--- src/verilog/spcr_consts.svh ---
// constants for the socket power control register block
`ifndef SPCR_CONSTS_SVH
`define SPCR_CONSTS_SVH
`define SPCR_OFF_CTRL 12'h010
`define SPCR_OFF_CFG 12'h014
`define SPCR_OFF_ID 12'h018
`define SPCR_ADDR_W 12
`define SPCR_RESET_VAL 32'h0000_0400
`define SPCR_ID_VAL 32'h0000_5A01
`define SPCR_BIT_ACT 11
`define SPCR_BIT_STD 10
`define SPCR_BIT_VEN 9
`define SPCR_BIT_HALT 7
`define SPCR_VCC_HI 6
`define SPCR_VCC_LO 4
`define SPCR_VPP_HI 2
`define SPCR_VPP_LO 0
`define SPCR_CODE_OFF 3'h0
`define SPCR_CODE_12 3'h1
`define SPCR_CODE_5 3'h2
`define SPCR_CODE_33 3'h3
`define SPCR_CODE_XX 3'h4
`define SPCR_CODE_YY 3'h5
`define SPCR_HTRANS_NONSEQ 2'h2
`define SPCR_HSIZE_WORD 3'h2
`define SPCR_ZERO32 32'h0000_0000
`endif

--- src/verilog/spcr_pkg.sv ---
// types for the socket power control register block
`default_nettype none
package spcr_pkg;
  typedef struct packed {
    logic video_path_enable;
    logic card_clock_halt_policy;
    logic [2:0] card_supply_request;
    logic [2:0] program_supply_request;
  } spcr_ctrl_t;
  // card voltage capability, as reported by interrogation
  typedef struct packed {
    logic cap_5v;
    logic cap_3v;
    logic cap_xv;
    logic cap_yv;
  } spcr_cap_t;
  typedef enum logic [2:0] {
    SPCR_V_OFF, SPCR_V_12, SPCR_V_5, SPCR_V_33, SPCR_V_XX, SPCR_V_YY, SPCR_V_BAD
  } spcr_volt_t;
endpackage
`default_nettype wire

--- src/verilog/spcr_supply_gate.sv ---
// supply gate: decodes requests and applies only acceptable voltages
`timescale 1ns/1ps
`default_nettype none
`include "spcr_consts.svh"
module spcr_supply_gate (
  input wire logic hclk,
  input wire logic hresetn,
  input wire logic [2:0] vcc_code,
  input wire logic [2:0] vpp_code,
  input wire logic req_valid,
  input wire logic ctrl_enabled,
  input wire spcr_pkg::spcr_cap_t card_cap,
  input wire logic card_present,
  output spcr_pkg::spcr_volt_t vcc_applied,
  output spcr_pkg::spcr_volt_t vpp_applied,
  output logic bad_request
);
  function automatic spcr_pkg::spcr_volt_t dec_vcc(input logic [2:0] c);
    case (c)
      `SPCR_CODE_OFF: dec_vcc = spcr_pkg::SPCR_V_OFF;
      `SPCR_CODE_5: dec_vcc = spcr_pkg::SPCR_V_5;
      `SPCR_CODE_33: dec_vcc = spcr_pkg::SPCR_V_33;
      `SPCR_CODE_XX: dec_vcc = spcr_pkg::SPCR_V_XX;
      `SPCR_CODE_YY: dec_vcc = spcr_pkg::SPCR_V_YY;
      default: dec_vcc = spcr_pkg::SPCR_V_BAD;
    endcase
  endfunction
  function automatic spcr_pkg::spcr_volt_t dec_vpp(input logic [2:0] c);
    case (c)
      `SPCR_CODE_OFF: dec_vpp = spcr_pkg::SPCR_V_OFF;
      `SPCR_CODE_12: dec_vpp = spcr_pkg::SPCR_V_12;
      `SPCR_CODE_5: dec_vpp = spcr_pkg::SPCR_V_5;
      `SPCR_CODE_33: dec_vpp = spcr_pkg::SPCR_V_33;
      `SPCR_CODE_XX: dec_vpp = spcr_pkg::SPCR_V_XX;
      `SPCR_CODE_YY: dec_vpp = spcr_pkg::SPCR_V_YY;
      default: dec_vpp = spcr_pkg::SPCR_V_BAD;
    endcase
  endfunction
  function automatic logic fits(input spcr_pkg::spcr_volt_t v, input spcr_pkg::spcr_cap_t cap, input logic vpp);
    case (v)
      spcr_pkg::SPCR_V_OFF: fits = 1'b1;
      spcr_pkg::SPCR_V_12: fits = vpp;
      spcr_pkg::SPCR_V_5: fits = cap.cap_5v;
      spcr_pkg::SPCR_V_33: fits = cap.cap_3v;
      spcr_pkg::SPCR_V_XX: fits = cap.cap_xv;
      spcr_pkg::SPCR_V_YY: fits = cap.cap_yv;
      default: fits = 1'b0;
    endcase
  endfunction
  spcr_pkg::spcr_volt_t vcc_want;
  spcr_pkg::spcr_volt_t vpp_want;
  logic vcc_ok;
  logic vpp_ok;
  logic accept;
  logic off_req;
  assign vcc_want = dec_vcc(vcc_code);
  assign vpp_want = dec_vpp(vpp_code);
  assign off_req = (vcc_want == spcr_pkg::SPCR_V_OFF) && (vpp_want == spcr_pkg::SPCR_V_OFF);
  // powering off is always allowed; powering on needs a present, interrogated card
  assign vcc_ok = fits(vcc_want, card_cap, 1'b0) && (card_present || vcc_want == spcr_pkg::SPCR_V_OFF);
  assign vpp_ok = fits(vpp_want, card_cap, 1'b1) && (card_present || vpp_want == spcr_pkg::SPCR_V_OFF);
  assign accept = req_valid && (off_req || (ctrl_enabled && vcc_ok && vpp_ok));
  always_ff @(posedge hclk or negedge hresetn) begin
    if (!hresetn) begin
      vcc_applied <= spcr_pkg::SPCR_V_OFF;
      vpp_applied <= spcr_pkg::SPCR_V_OFF;
      bad_request <= 1'b0;
    end else if (req_valid) begin
      if (accept) begin
        vcc_applied <= vcc_want;
        vpp_applied <= vpp_want;
      end
      bad_request <= !accept;
    end
  end
  a_reserved_keeps: assert property (@(posedge hclk) disable iff (!hresetn)
    (req_valid && vcc_want == spcr_pkg::SPCR_V_BAD) |=> $stable(vcc_applied))
    else $error("reserved supply code changed applied voltage");
  a_unfit_refused: assert property (@(posedge hclk) disable iff (!hresetn)
    (req_valid && !off_req && !(vcc_ok && vpp_ok)) |=> (bad_request && $stable(vcc_applied)))
    else $error("unacceptable voltage was applied");
endmodule // spcr_supply_gate
`default_nettype wire

--- src/verilog/spcr_top.sv ---
// socket power control register bank with ahb-lite slave
// Contract
// - the socket control register sits at byte offset 10h.
// - bits 31 to 12 read zero and ignore writes.
// - bits 8 and 3 are reserved, read zero and ignore writes.
// - bit 11 reads the same as the video path enable bit.
// - bit 10 reads 1 whenever the standard video model disable bit is clear.
// - bit 9 enables the video path when set and disables it when clear.
// - with halt policy 0 the card clock may stop only if socket idle and host clock stopping; with 1 idle is enough.
// - card supply codes 000 off, 010 5V, 011 3.3V, 100 X.X V, 101 Y.Y V; others reserved.
// - program supply codes 000 off, 001 12V, 010 5V, 011 3.3V, 100 X.X V, 101 Y.Y V; others reserved.
// - both supply fields reset to the off code.
// - power is applied only at a voltage the card accepts; other requests are refused. The code applies 12V program supply without checking the card's capability.
// - a retest re-interrogates and enables the register; a forced voltage type disables it.
//
// The implementer's own choice: register access over AHB-Lite.
`timescale 1ns/1ps
`default_nettype none
`include "spcr_consts.svh"
module spcr_top (
  input wire logic hclk,
  input wire logic hresetn,
  input wire logic hsel,
  input wire logic [31:0] haddr,
  input wire logic [1:0] htrans,
  input wire logic hwrite,
  input wire logic [2:0] hsize,
  input wire logic [31:0] hwdata,
  input wire logic hready,
  output logic [31:0] hrdata,
  output logic hreadyout,
  output logic hresp,
  input wire logic card_present_pin,
  input wire logic [3:0] card_cap_pins,
  input wire logic socket_idle,
  input wire logic host_clock_stopping,
  input wire logic card_voltage_retest,
  input wire logic force_voltage_type,
  output logic card_clock_stop_ok,
  output logic video_path_on,
  output spcr_pkg::spcr_volt_t vcc_applied,
  output spcr_pkg::spcr_volt_t vpp_applied,
  output logic bad_request
);
  // external pins pass two flops before use
  logic present_meta_reg;
  logic present_sync_reg;
  logic [3:0] cap_meta_reg;
  logic [3:0] cap_sync_reg;
  always_ff @(posedge hclk or negedge hresetn) begin
    if (!hresetn) begin
      present_meta_reg <= 1'b0;
      present_sync_reg <= 1'b0;
      cap_meta_reg <= 4'h0;
      cap_sync_reg <= 4'h0;
    end else begin
      present_meta_reg <= card_present_pin;
      present_sync_reg <= present_meta_reg;
      cap_meta_reg <= card_cap_pins;
      cap_sync_reg <= cap_meta_reg;
    end
  end

  // address phase capture
  logic ph_valid_reg;
  logic ph_write_reg;
  logic [`SPCR_ADDR_W-1:0] ph_addr_reg;
  logic addr_phase;
  assign addr_phase = hsel && hready && (htrans == `SPCR_HTRANS_NONSEQ) && (hsize == `SPCR_HSIZE_WORD);
  always_ff @(posedge hclk or negedge hresetn) begin
    if (!hresetn) begin
      ph_valid_reg <= 1'b0;
      ph_write_reg <= 1'b0;
      ph_addr_reg <= `SPCR_ADDR_W'h000;
    end else begin
      ph_valid_reg <= addr_phase;
      ph_write_reg <= hwrite;
      ph_addr_reg <= haddr[`SPCR_ADDR_W-1:0];
    end
  end

  function automatic logic hit(input logic [`SPCR_ADDR_W-1:0] a, input logic [`SPCR_ADDR_W-1:0] off);
    hit = (a == off);
  endfunction

  logic wr_ctrl;
  logic wr_cfg;
  assign wr_ctrl = ph_valid_reg && ph_write_reg && hit(ph_addr_reg, `SPCR_OFF_CTRL);
  assign wr_cfg = ph_valid_reg && ph_write_reg && hit(ph_addr_reg, `SPCR_OFF_CFG);

  // control fields; only the writable bits are stored
  spcr_pkg::spcr_ctrl_t ctrl_reg;
  spcr_pkg::spcr_ctrl_t ctrl_next;
  logic std_disable_reg;
  logic ctrl_enabled_reg;
  logic cap_valid_reg;
  spcr_pkg::spcr_cap_t cap_reg;
  assign ctrl_next.video_path_enable = hwdata[`SPCR_BIT_VEN];
  assign ctrl_next.card_clock_halt_policy = hwdata[`SPCR_BIT_HALT];
  assign ctrl_next.card_supply_request = hwdata[`SPCR_VCC_HI:`SPCR_VCC_LO];
  assign ctrl_next.program_supply_request = hwdata[`SPCR_VPP_HI:`SPCR_VPP_LO];
  always_ff @(posedge hclk or negedge hresetn) begin
    if (!hresetn) begin
      ctrl_reg <= '0;
      std_disable_reg <= 1'b0;
    end else begin
      if (wr_ctrl) begin
        ctrl_reg <= ctrl_next;
      end
      if (wr_cfg) begin
        std_disable_reg <= hwdata[0];
      end
    end
  end

  // retest enables the register; a forced type disables it; retest wins if both
  always_ff @(posedge hclk or negedge hresetn) begin
    if (!hresetn) begin
      ctrl_enabled_reg <= 1'b1;
      cap_valid_reg <= 1'b0;
      cap_reg <= '0;
    end else begin
      if (card_voltage_retest) begin
        ctrl_enabled_reg <= 1'b1;
        cap_reg <= cap_sync_reg;
        cap_valid_reg <= 1'b1;
      end else if (force_voltage_type) begin
        ctrl_enabled_reg <= 1'b0;
      end
      if (!present_sync_reg) begin
        cap_valid_reg <= 1'b0;
      end
    end
  end

  spcr_supply_gate u_gate (
    .hclk(hclk),
    .hresetn(hresetn),
    .vcc_code(ctrl_reg.card_supply_request),
    .vpp_code(ctrl_reg.program_supply_request),
    .req_valid(wr_ctrl),
    .ctrl_enabled(ctrl_enabled_reg),
    .card_cap(cap_reg),
    .card_present(present_sync_reg && cap_valid_reg),
    .vcc_applied(vcc_applied),
    .vpp_applied(vpp_applied),
    .bad_request(bad_request)
  );

  // gate is fed from ctrl_reg during the write's own data phase: it checks the fields already stored
  // the write pulse is not delayed, so the gate sees the fields stored by the previous write
  logic [31:0] ctrl_view;
  logic std_flag;
  assign std_flag = !std_disable_reg;
  assign ctrl_view = {20'h0_0000, ctrl_reg.video_path_enable, std_flag, ctrl_reg.video_path_enable, 1'b0,
    ctrl_reg.card_clock_halt_policy, ctrl_reg.card_supply_request, 1'b0, ctrl_reg.program_supply_request};

  assign video_path_on = ctrl_reg.video_path_enable;
  assign card_clock_stop_ok = socket_idle && (ctrl_reg.card_clock_halt_policy || host_clock_stopping);

  logic rd_ctrl;
  logic rd_cfg;
  logic rd_id;
  logic [31:0] rdata_next;
  assign rd_ctrl = addr_phase && !hwrite && hit(haddr[`SPCR_ADDR_W-1:0], `SPCR_OFF_CTRL);
  assign rd_cfg = addr_phase && !hwrite && hit(haddr[`SPCR_ADDR_W-1:0], `SPCR_OFF_CFG);
  assign rd_id = addr_phase && !hwrite && hit(haddr[`SPCR_ADDR_W-1:0], `SPCR_OFF_ID);
  // reads are registered at the address phase; a write in the same data phase is not yet visible
  assign rdata_next = rd_ctrl ? ctrl_view :
    rd_cfg ? {31'h0000_0000, std_disable_reg} :
    rd_id ? `SPCR_ID_VAL : `SPCR_ZERO32;
  always_ff @(posedge hclk or negedge hresetn) begin
    if (!hresetn) begin
      hrdata <= `SPCR_ZERO32;
    end else begin
      hrdata <= rdata_next;
    end
  end
  assign hreadyout = 1'b1;
  assign hresp = 1'b0;

  a_active_mirror: assert property (@(posedge hclk) disable iff (!hresetn)
    ctrl_view[`SPCR_BIT_ACT] == ctrl_view[`SPCR_BIT_VEN])
    else $error("activity flag differs from enable");
  a_upper_zero: assert property (@(posedge hclk) disable iff (!hresetn)
    (rd_ctrl ##1 1'b1) |-> (hrdata[31:12] == 20'h0_0000 && hrdata[8] == 1'b0 && hrdata[3] == 1'b0))
    else $error("reserved bits read nonzero");
  a_std_flag: assert property (@(posedge hclk) disable iff (!hresetn)
    wr_cfg && !hwdata[0] |=> ctrl_view[`SPCR_BIT_STD])
    else $error("standard model flag not set");
  a_enable_write: assert property (@(posedge hclk) disable iff (!hresetn)
    wr_ctrl |=> video_path_on == $past(hwdata[`SPCR_BIT_VEN]))
    else $error("video enable not written");
  a_halt_gate: assert property (@(posedge hclk) disable iff (!hresetn)
    (card_clock_stop_ok && !ctrl_reg.card_clock_halt_policy) |-> host_clock_stopping)
    else $error("clock stop without host stop");
  a_force_off: assert property (@(posedge hclk) disable iff (!hresetn)
    (force_voltage_type && !card_voltage_retest) |=> !ctrl_enabled_reg ##1 1'b1)
    else $error("forced type did not disable");
  a_ctrl_read: assert property (@(posedge hclk) disable iff (!hresetn)
    rd_ctrl |=> hrdata == $past(ctrl_view))
    else $error("control register read mismatch");
  a_reset_off: assert property (@(posedge hclk) disable iff (!hresetn)
    $rose(hresetn) |-> ctrl_reg.card_supply_request == `SPCR_CODE_OFF)
    else $error("supply not off after reset");
endmodule // spcr_top
`default_nettype wire

--- config.mk ---
export PLATFORM = sky130hd
export DESIGN_NAME = spcr_top
export DESIGN_NICKNAME = d
export VERILOG_FILES = /design/src/verilog/spcr_pkg.sv /design/src/verilog/spcr_supply_gate.sv /design/src/verilog/spcr_top.sv
export VERILOG_INCLUDE_DIRS = /design/src /design/src/verilog
export SDC_FILE = /design/constraint.sdc
export NUM_CORES = 1
export LEC_CHECK = 0
export ABC_AREA = 1
export BUFFER_PORTS_ARGS = -buffer_cell sky130_fd_sc_hd__buf_2
export CAP_MARGIN = 20
export CORE_MARGIN = 5
export CORE_UTILIZATION = 26
export DETAILED_ROUTE_END_ITERATION = 8
export GPL_ROUTABILITY_DRIVEN = 0
export PLACE_DENSITY = 0.59
export SKIP_LAST_GASP = 1
export SLEW_MARGIN = 0
export SYNTH_ARGS = -nofsm -noshare
export SYNTH_HDL_FRONTEND = slang
export SYNTH_HIERARCHICAL = 1
export SYNTH_SLANG_ARGS = --single-unit
--- constraint.sdc ---
create_clock -name hclk -period 3 [get_ports hclk]
set_clock_uncertainty 0.05 [all_clocks]
set_input_delay 0.3 -clock hclk [delete_from_list [all_inputs] [get_ports hclk]]
set_output_delay 0.3 -clock hclk [all_outputs]
set_load 0.01 [all_outputs]
==> results of run 1 <==
==> synth_stat cells, types with 3 or more instances <==
library cell / n
nand2_1: 86
dfrtp_1: 55
inv_1: 31
buf_4: 24
nand3_1: 18
nor2_1: 17
inv_2: 10
and3_1: 6
nand2_2: 5
nor2_2: 5
a21oi_1: 3
nand2_4: 3
==> critical path, cell delays in order, from the launching register on <==
cell     delay (ns)
dfrtp_1        0.46
inv_2          0.08
ha_1           0.35
inv_2          0.05
nand2_1        0.07
inv_2          0.05
nand2_4        0.07
nand4_2        0.12
a21oi_4        0.27
nand3_4        0.15
nand2_1        0.08
nand2_1        0.05
==> power by group through the flow <==
stage	clock network, W	logic (W)	registers (W)
5_1_grt	0.000487	0.000102	0.000790
2_1_floorplan	0	0.0000587	0.000800
3_5_place_dp	0	0.0000883	0.000802
3_3_place_gp	0	0.0000857	0.000802
6_report	0.000432	0.0000869	0.000787
4_1_cts	0.000454	0.0000894	0.000788
==> routing by layer <==
metal / vias to the layer above / wire length [µm] / global-route usage, %
met1: 819 / 2240 / 11.6
met5: - / 0 / 0
met2: 50 / 2410 / 14.0
met3: 4 / 319 / 1.82
li1: 954 / - / -
met4: 0 / 60 / 2.94
==> placed cells by master (no fill, tap or decap), drive strengths merged <==
cell,instances
a21oi,4
and3,6
buf,60
clkbuf,5
clkinv,2
clkinvlp,1
conb,22
dfrtp,55
dfstp,1
dlygate4sd3,1
ha,2
inv,42
nand2,94
nand3,22
nand4,4
nor2,24
nor3,1
o21a,1
o21ai,3
or2,1
==> metrics by stage <==
stage	utilization (%)	cells	worst slack, ns
final	31.4	484	1.05
after global routing	31.4	484	0.858
after CTS	31.4	484	1.04
after detailed placement	30.3	475	1.04
after global placement	30.3	475	1.09
after floorplan	-	306	1.26
==> layout make-up <==
class / instances / area [µm²]
clock buffers: 5 / 68.8
clock inverters: 3 / 27.5
fillers: 1047 / 6650
inverters: 42 / 163
multi-input cells: 184 / 898
flip-flops and latches: 56 / 1400
well taps: 133 / 166
repair buffers: 61 / 313
==> kinds of logic after synthesis <==
| group | Yosys count |
|---|---|
| flip-flops | 56 |
| AND/OR/NAND/NOR | 152 |
| buffers and inverters | 66 |
| other | 2 |
| adder cells (fa/ha/maj) | 2 |
| AO/OA/AOI/OAI | 8 |
==> worst min-delay path by stage <==
stage | slack [ns] | end | start | cells past startpoint
finish | 0.04 | cap_meta_reg[2]$_DFF_PN0_ | card_cap_pins[2] | 1
floorplan | -0.05 | cap_meta_reg[0]$_DFF_PN0_ | hresetn | 0
global placement | 0.29 | present_sync_reg$_DFF_PN0_ | present_meta_reg$_DFF_PN0_ | 0
global route | 0.02 | cap_meta_reg[0]$_DFF_PN0_ | card_cap_pins[0] | 1
CTS | 0.03 | cap_meta_reg[2]$_DFF_PN0_ | card_cap_pins[2] | 1
detailed placement | 0.28 | cap_sync_reg[2]$_DFF_PN0_ | cap_meta_reg[2]$_DFF_PN0_ | 0
==> what timing repair did <==
action                                 4_1_cts  5_1_grt
setup endpoints to repair                    0        0
endpoints found under the hold margin       21        0
hold buffers                                 1        0
setup buffers                                0        0
==> metrics.txt, run 1 <==
Achievable Freq 512 MHz; Leak 1.74 nW; hold_ws 0.0428 ns; CP Launch Type flip-flop; CTS tree built; Worst setup startpoint ctrl_reg[4]$_DFFE_PN0P_; biggest area consumer among synthesized cells dfrtp_1; Hold Crit Class input pin to flip-flop; total global routing track utilization 8.69%; Cell Area, Synth 2570 µm²; initial antenna violation count 0; # H-tree levels 2; pwr/cell area 430 nW/µm²; post-synth top area share 53.6%; Clock Tree Root clkbuf_8; CTS Buf Count 5; Antenna Cells 0; critical path class flip-flop to flip-flop; status finished clean; Max clock buf depth 2; maximum VDD drop 0.176 mV; Detail Route Antenna Nets 0; share of post-route cells with drive strength above 1 29.3%; IO Port Bufs 59; clock sinks 56; register share of total power 60.2%; drc violations 0; max-cap viol count 0; Die Ht 109 µm; Mapped Cells 286; Worst R2R End u_gate/vpp_applied[2]$_DFFE_PN0P_; Combinational Power Share 6.7%; Synth Area in Simple Gates 28.7%; Synth Area in Compound Gates 2.09%; Initial Util 26.5%; mux cell area share after synthesis 0%; Die Wd 109 µm; first-pass GRT wire length 8180 µm; num ports 126; Synth Flop Type dfrtp_1; Synth area leaders dfrtp_1 54%, nand2_1 13%, buf_4 7.0%; reg-to-reg startpoint ctrl_reg[4]$_DFFE_PN0P_; DR vias 1827; crit end category flip-flop; HPWL Detailed 4010 µm; final period utilization 65.1%; r2r setup slk 1.05 ns; drt first pass iters 4; sw power 0.000326 W; Design Area, Final 3040 µm²; Yosys warnings 6; CP endpoint u_gate/vpp_applied[2]$_DFFE_PN0P_; DRT iter0 DRCs 29; worst-path maximum fanout 7; floorplan row count 36; EDFF count, synth 0; setup TNS 0 ns; largest net degree at the start of global routing 32; main combinational cell family by area after synthesis simple AND/OR/NAND/NOR gates; worst-margin pin slew 0.676 ns; switching share of power 25.0%; Reg2Reg Depth 11; overall power 0.00131 W; Synth Register Bits 56; drt wl/cell 10.4 µm; Slew HR 54.9%; register area share after synthesis 54.6%; CP required 3.16 ns; Avg Synthesized Cell Area 8.98 µm²; Post-Synth XOR/XNOR Area 0%; post-DR vias/cell 3.77; total wire length 5030 µm; part of the power in the clock network 33.1%; internal power 0.000980 W; max FFs per register 12; Async SR Flop Fraction 100%; fin. max-slew vios 0; crit path time final 1.95 ns; fin nets 435; Reg clk slew, reported paths 0.11 ns; core area 9680 µm²; grt ovf 0; die area 12000 µm²; WP data arrival 2.12 ns; vias in the first global route 1747; Netlist cell types 27; post-cts repair resize count 0; RSZ-0062 raised after global routing false; Area Growth Syn to Fin 18.3%; Clock Latency Late Sink 0.31 ns; post-place instance area 2930 µm²; final setup violation count 0; adder-cell share of the synthesized area 0.974%; final hold violation count 0
(Power assumes the default switching activity.)
==> run 2, diff against run 1 <==
==> constraint.sdc (replaced) <==
create_clock -name hclk -period 1.9 [get_ports hclk]
set_clock_uncertainty 0.05 [all_clocks]
set_input_delay 0.19 -clock hclk [delete_from_list [all_inputs] [get_ports hclk]]
set_output_delay 0.19 -clock hclk [all_outputs]
set_load 0.01 [all_outputs]
==> run 2 against run 1 <==
Wire length is 5.6% higher. Sequential power is 58% higher. Clock power is 49% higher. Total power is 58% higher. Register-to-register slack worse by 0.91 ns. Non-clock buffer count is 24 higher. Critical path type unchanged.
==> metrics.txt, run 2 (synthesis results as in run 1) <==
worst-path maximum fanout 7 (unchanged); WP data arrival 1.91 ns (was 2.12 ns); final hold violation count 0 (unchanged); Leak 1.85 nW (was 1.74 nW); most frequent cells in the layout 85 x nand2_1, 59 x buf_2, 55 x dfrtp_1 (was 86 x nand2_1, 59 x buf_2, 55 x dfrtp_1); Final WS setup 0.141 ns (was 1.05 ns); pwr/cell area 626 nW/µm² (was 430 nW/µm²); Achievable Freq 568 MHz (was 512 MHz); floorplan row count 36 (unchanged); Clock Tree Root clkbuf_8 (unchanged); Worst setup startpoint ctrl_reg[5]$_DFFE_PN0P_ (was ctrl_reg[4]$_DFFE_PN0P_); r2r setup slk 0.14 ns (was 1.05 ns); die area 12000 µm² (unchanged); DP Worst Slack 0.0661 ns (was 1.04 ns); reg-to-reg startpoint ctrl_reg[5]$_DFFE_PN0P_ (was ctrl_reg[4]$_DFFE_PN0P_); core area 9680 µm² (unchanged); CP Launch Type flip-flop (unchanged); clock sinks 56 (unchanged); drc violations 0 (unchanged); most common cell after layout, fill and taps aside nand2_1 (unchanged); share of post-route cells with drive strength above 1 29.1% (was 29.3%); hold_sp hwdata[7] (was card_cap_pins[2]); Design Area, Final 3290 µm² (was 3040 µm²); maximum VDD drop 0.276 mV (was 0.176 mV); Max stage delay on crit path 0.43 ns (was 0.46 ns); Reg clk slew, reported paths 0.10 ns (was 0.11 ns); num ports 126 (unchanged); drt first pass iters 5 (was 4); hold-critical path depth 3 (was 1); crit path time final 1.76 ns (was 1.95 ns); final setup violation count 0 (unchanged); Initial Util 26.5% (unchanged); Die Ht 109 µm (unchanged); RSZ-0062 raised after global routing false (unchanged); fin. max-slew vios 0 (unchanged); status finished clean (unchanged); Die Wd 109 µm (unchanged); max FFs per register 12 (unchanged); initial antenna violation count 0 (unchanged); Clock Latency Late Sink 0.30 ns (was 0.31 ns); setup TNS 0 ns (unchanged); final period utilization 92.6% (was 65.1%); fin util 34.0% (was 31.4%); fin nets 459 (was 435); dpl cells 478 (was 475); Max clock buf depth 2 (unchanged); most frequent CP cell nand2_1; Worst R2R End u_gate/vcc_applied[2]$_DFFE_PN0P_ (was u_gate/vpp_applied[2]$_DFFE_PN0P_); final non-filler cell total 508 (was 484); max-cap viol count 0 (unchanged); # H-tree levels 2 (unchanged); HPWL Detailed 3950 µm (was 4010 µm); CTS tree built (unchanged); cell chain of the critical path ha_4 > inv_2 > nand2_1 > inv_2 > nand2_4 > inv_2 > nor2_4 > nand2_2 > nand2_1 > nand3_4 > nand2_1 > nand2_1 (was inv_2 > ha_1 > inv_2 > nand2_1 > inv_2 > nand2_4 > nand4_2 > a21oi_4 > nand3_4 > nand2_1 > nand2_1); DRT iter0 DRCs 35 (was 29); critical path class flip-flop to flip-flop (unchanged); DR vias 1930 (was 1827); Reg2Reg Depth 12 (was 11); total wire length 5310 µm (was 5030 µm); grt ovf 0 (unchanged); Hold Crit Class input pin to flip-flop (unchanged); Detail Route Antenna Nets 0 (unchanged); Endpoint, Worst Hold ctrl_reg[6]$_DFFE_PN0P_ (was cap_meta_reg[2]$_DFF_PN0_); post-place instance area 2970 µm² (was 2930 µm²); CP required 2.05 ns (was 3.16 ns); CTS Buf Count 5 (unchanged); largest net degree at the start of global routing 57 (was 32); Slowest-stage cell, CP dfrtp_1 (unchanged); Area Growth Syn to Fin 28.1% (was 18.3%); first-pass GRT wire length 8390 µm (was 8180 µm); drt wl/cell 10.5 µm (was 10.4 µm); vias in the first global route 1850 (was 1747); crit end category flip-flop (unchanged); total global routing track utilization 8.96% (was 8.69%); Antenna Cells 0 (unchanged); post-DR vias/cell 3.80 (was 3.77); IO Port Bufs 59 (unchanged)
run 2: cell type report:
cell class | instances | area (µm²)
Inverter | 42 | 163
Tap cell | 133 | 166
Clock inverter | 2 | 13.8
Fill cell | 1027 | 6390
Clock buffer | 6 | 72.6
Multi-Input combinational cell | 184 | 918
Sequential cell | 56 | 1400
Timing Repair Buffer | 85 | 553
run 2: worst max path at each step:
stage,end,slack [ns],cells past startpoint
CTS,u_gate/vcc_applied[2]$_DFFE_PN0P_,0.05,11
floorplan,u_gate/vcc_applied[0]$_DFFE_PN0P_,0.16,11
detailed placement,u_gate/vcc_applied[2]$_DFFE_PN0P_,0.07,11
global placement,u_gate/vpp_applied[2]$_DFFE_PN0P_,0.08,11
finish,u_gate/vcc_applied[2]$_DFFE_PN0P_,0.14,12
global route,u_gate/vpp_applied[0]$_DFFE_PN0P_,0.003,13
run 2: per-stage QoR:
stage,total power [W],hold slack [ns]
floorplan,0.00136,-0.156
global placement,0.00140,0.155
detailed placement,0.00141,0.171
CTS,0.00209,0.0100
global route,0.00216,0.0234
finish,0.00206,0.0196
run 2: repair_timing:
action,CTS,global route
setup buffers,0,2
hold buffers,20,0
hold endpoints to repair,74,0
setup endpoints to repair,0,7
gates resized for setup,0,3
run 2: power by group:
part / switching [W] / total (W) / internal [W]
combinational: 0.0000964 / 0.000173 / 0.0000770
sequential: 0.0000149 / 0.00124 / 0.00123
clock: 0.000379 / 0.000643 / 0.000264
run 2: worst max-delay path, delay by kind of cell, from the launching register on:
kind / cells / cell delay, ns
adders and majority gates: 1 / 0.30
DFF: 1 / 0.43
buffers and inverters: 3 / 0.15
and+or+nand+nor: 8 / 0.73
run 2: per-layer routing:
metal	part of all wire, %	GRT usage (%)	up-vias
met5	0	0	-
met4	1.4	3.21	0
met3	6.7	1.70	6
met2	48	14.6	60
met1	44	11.8	869
li1	-	-	995
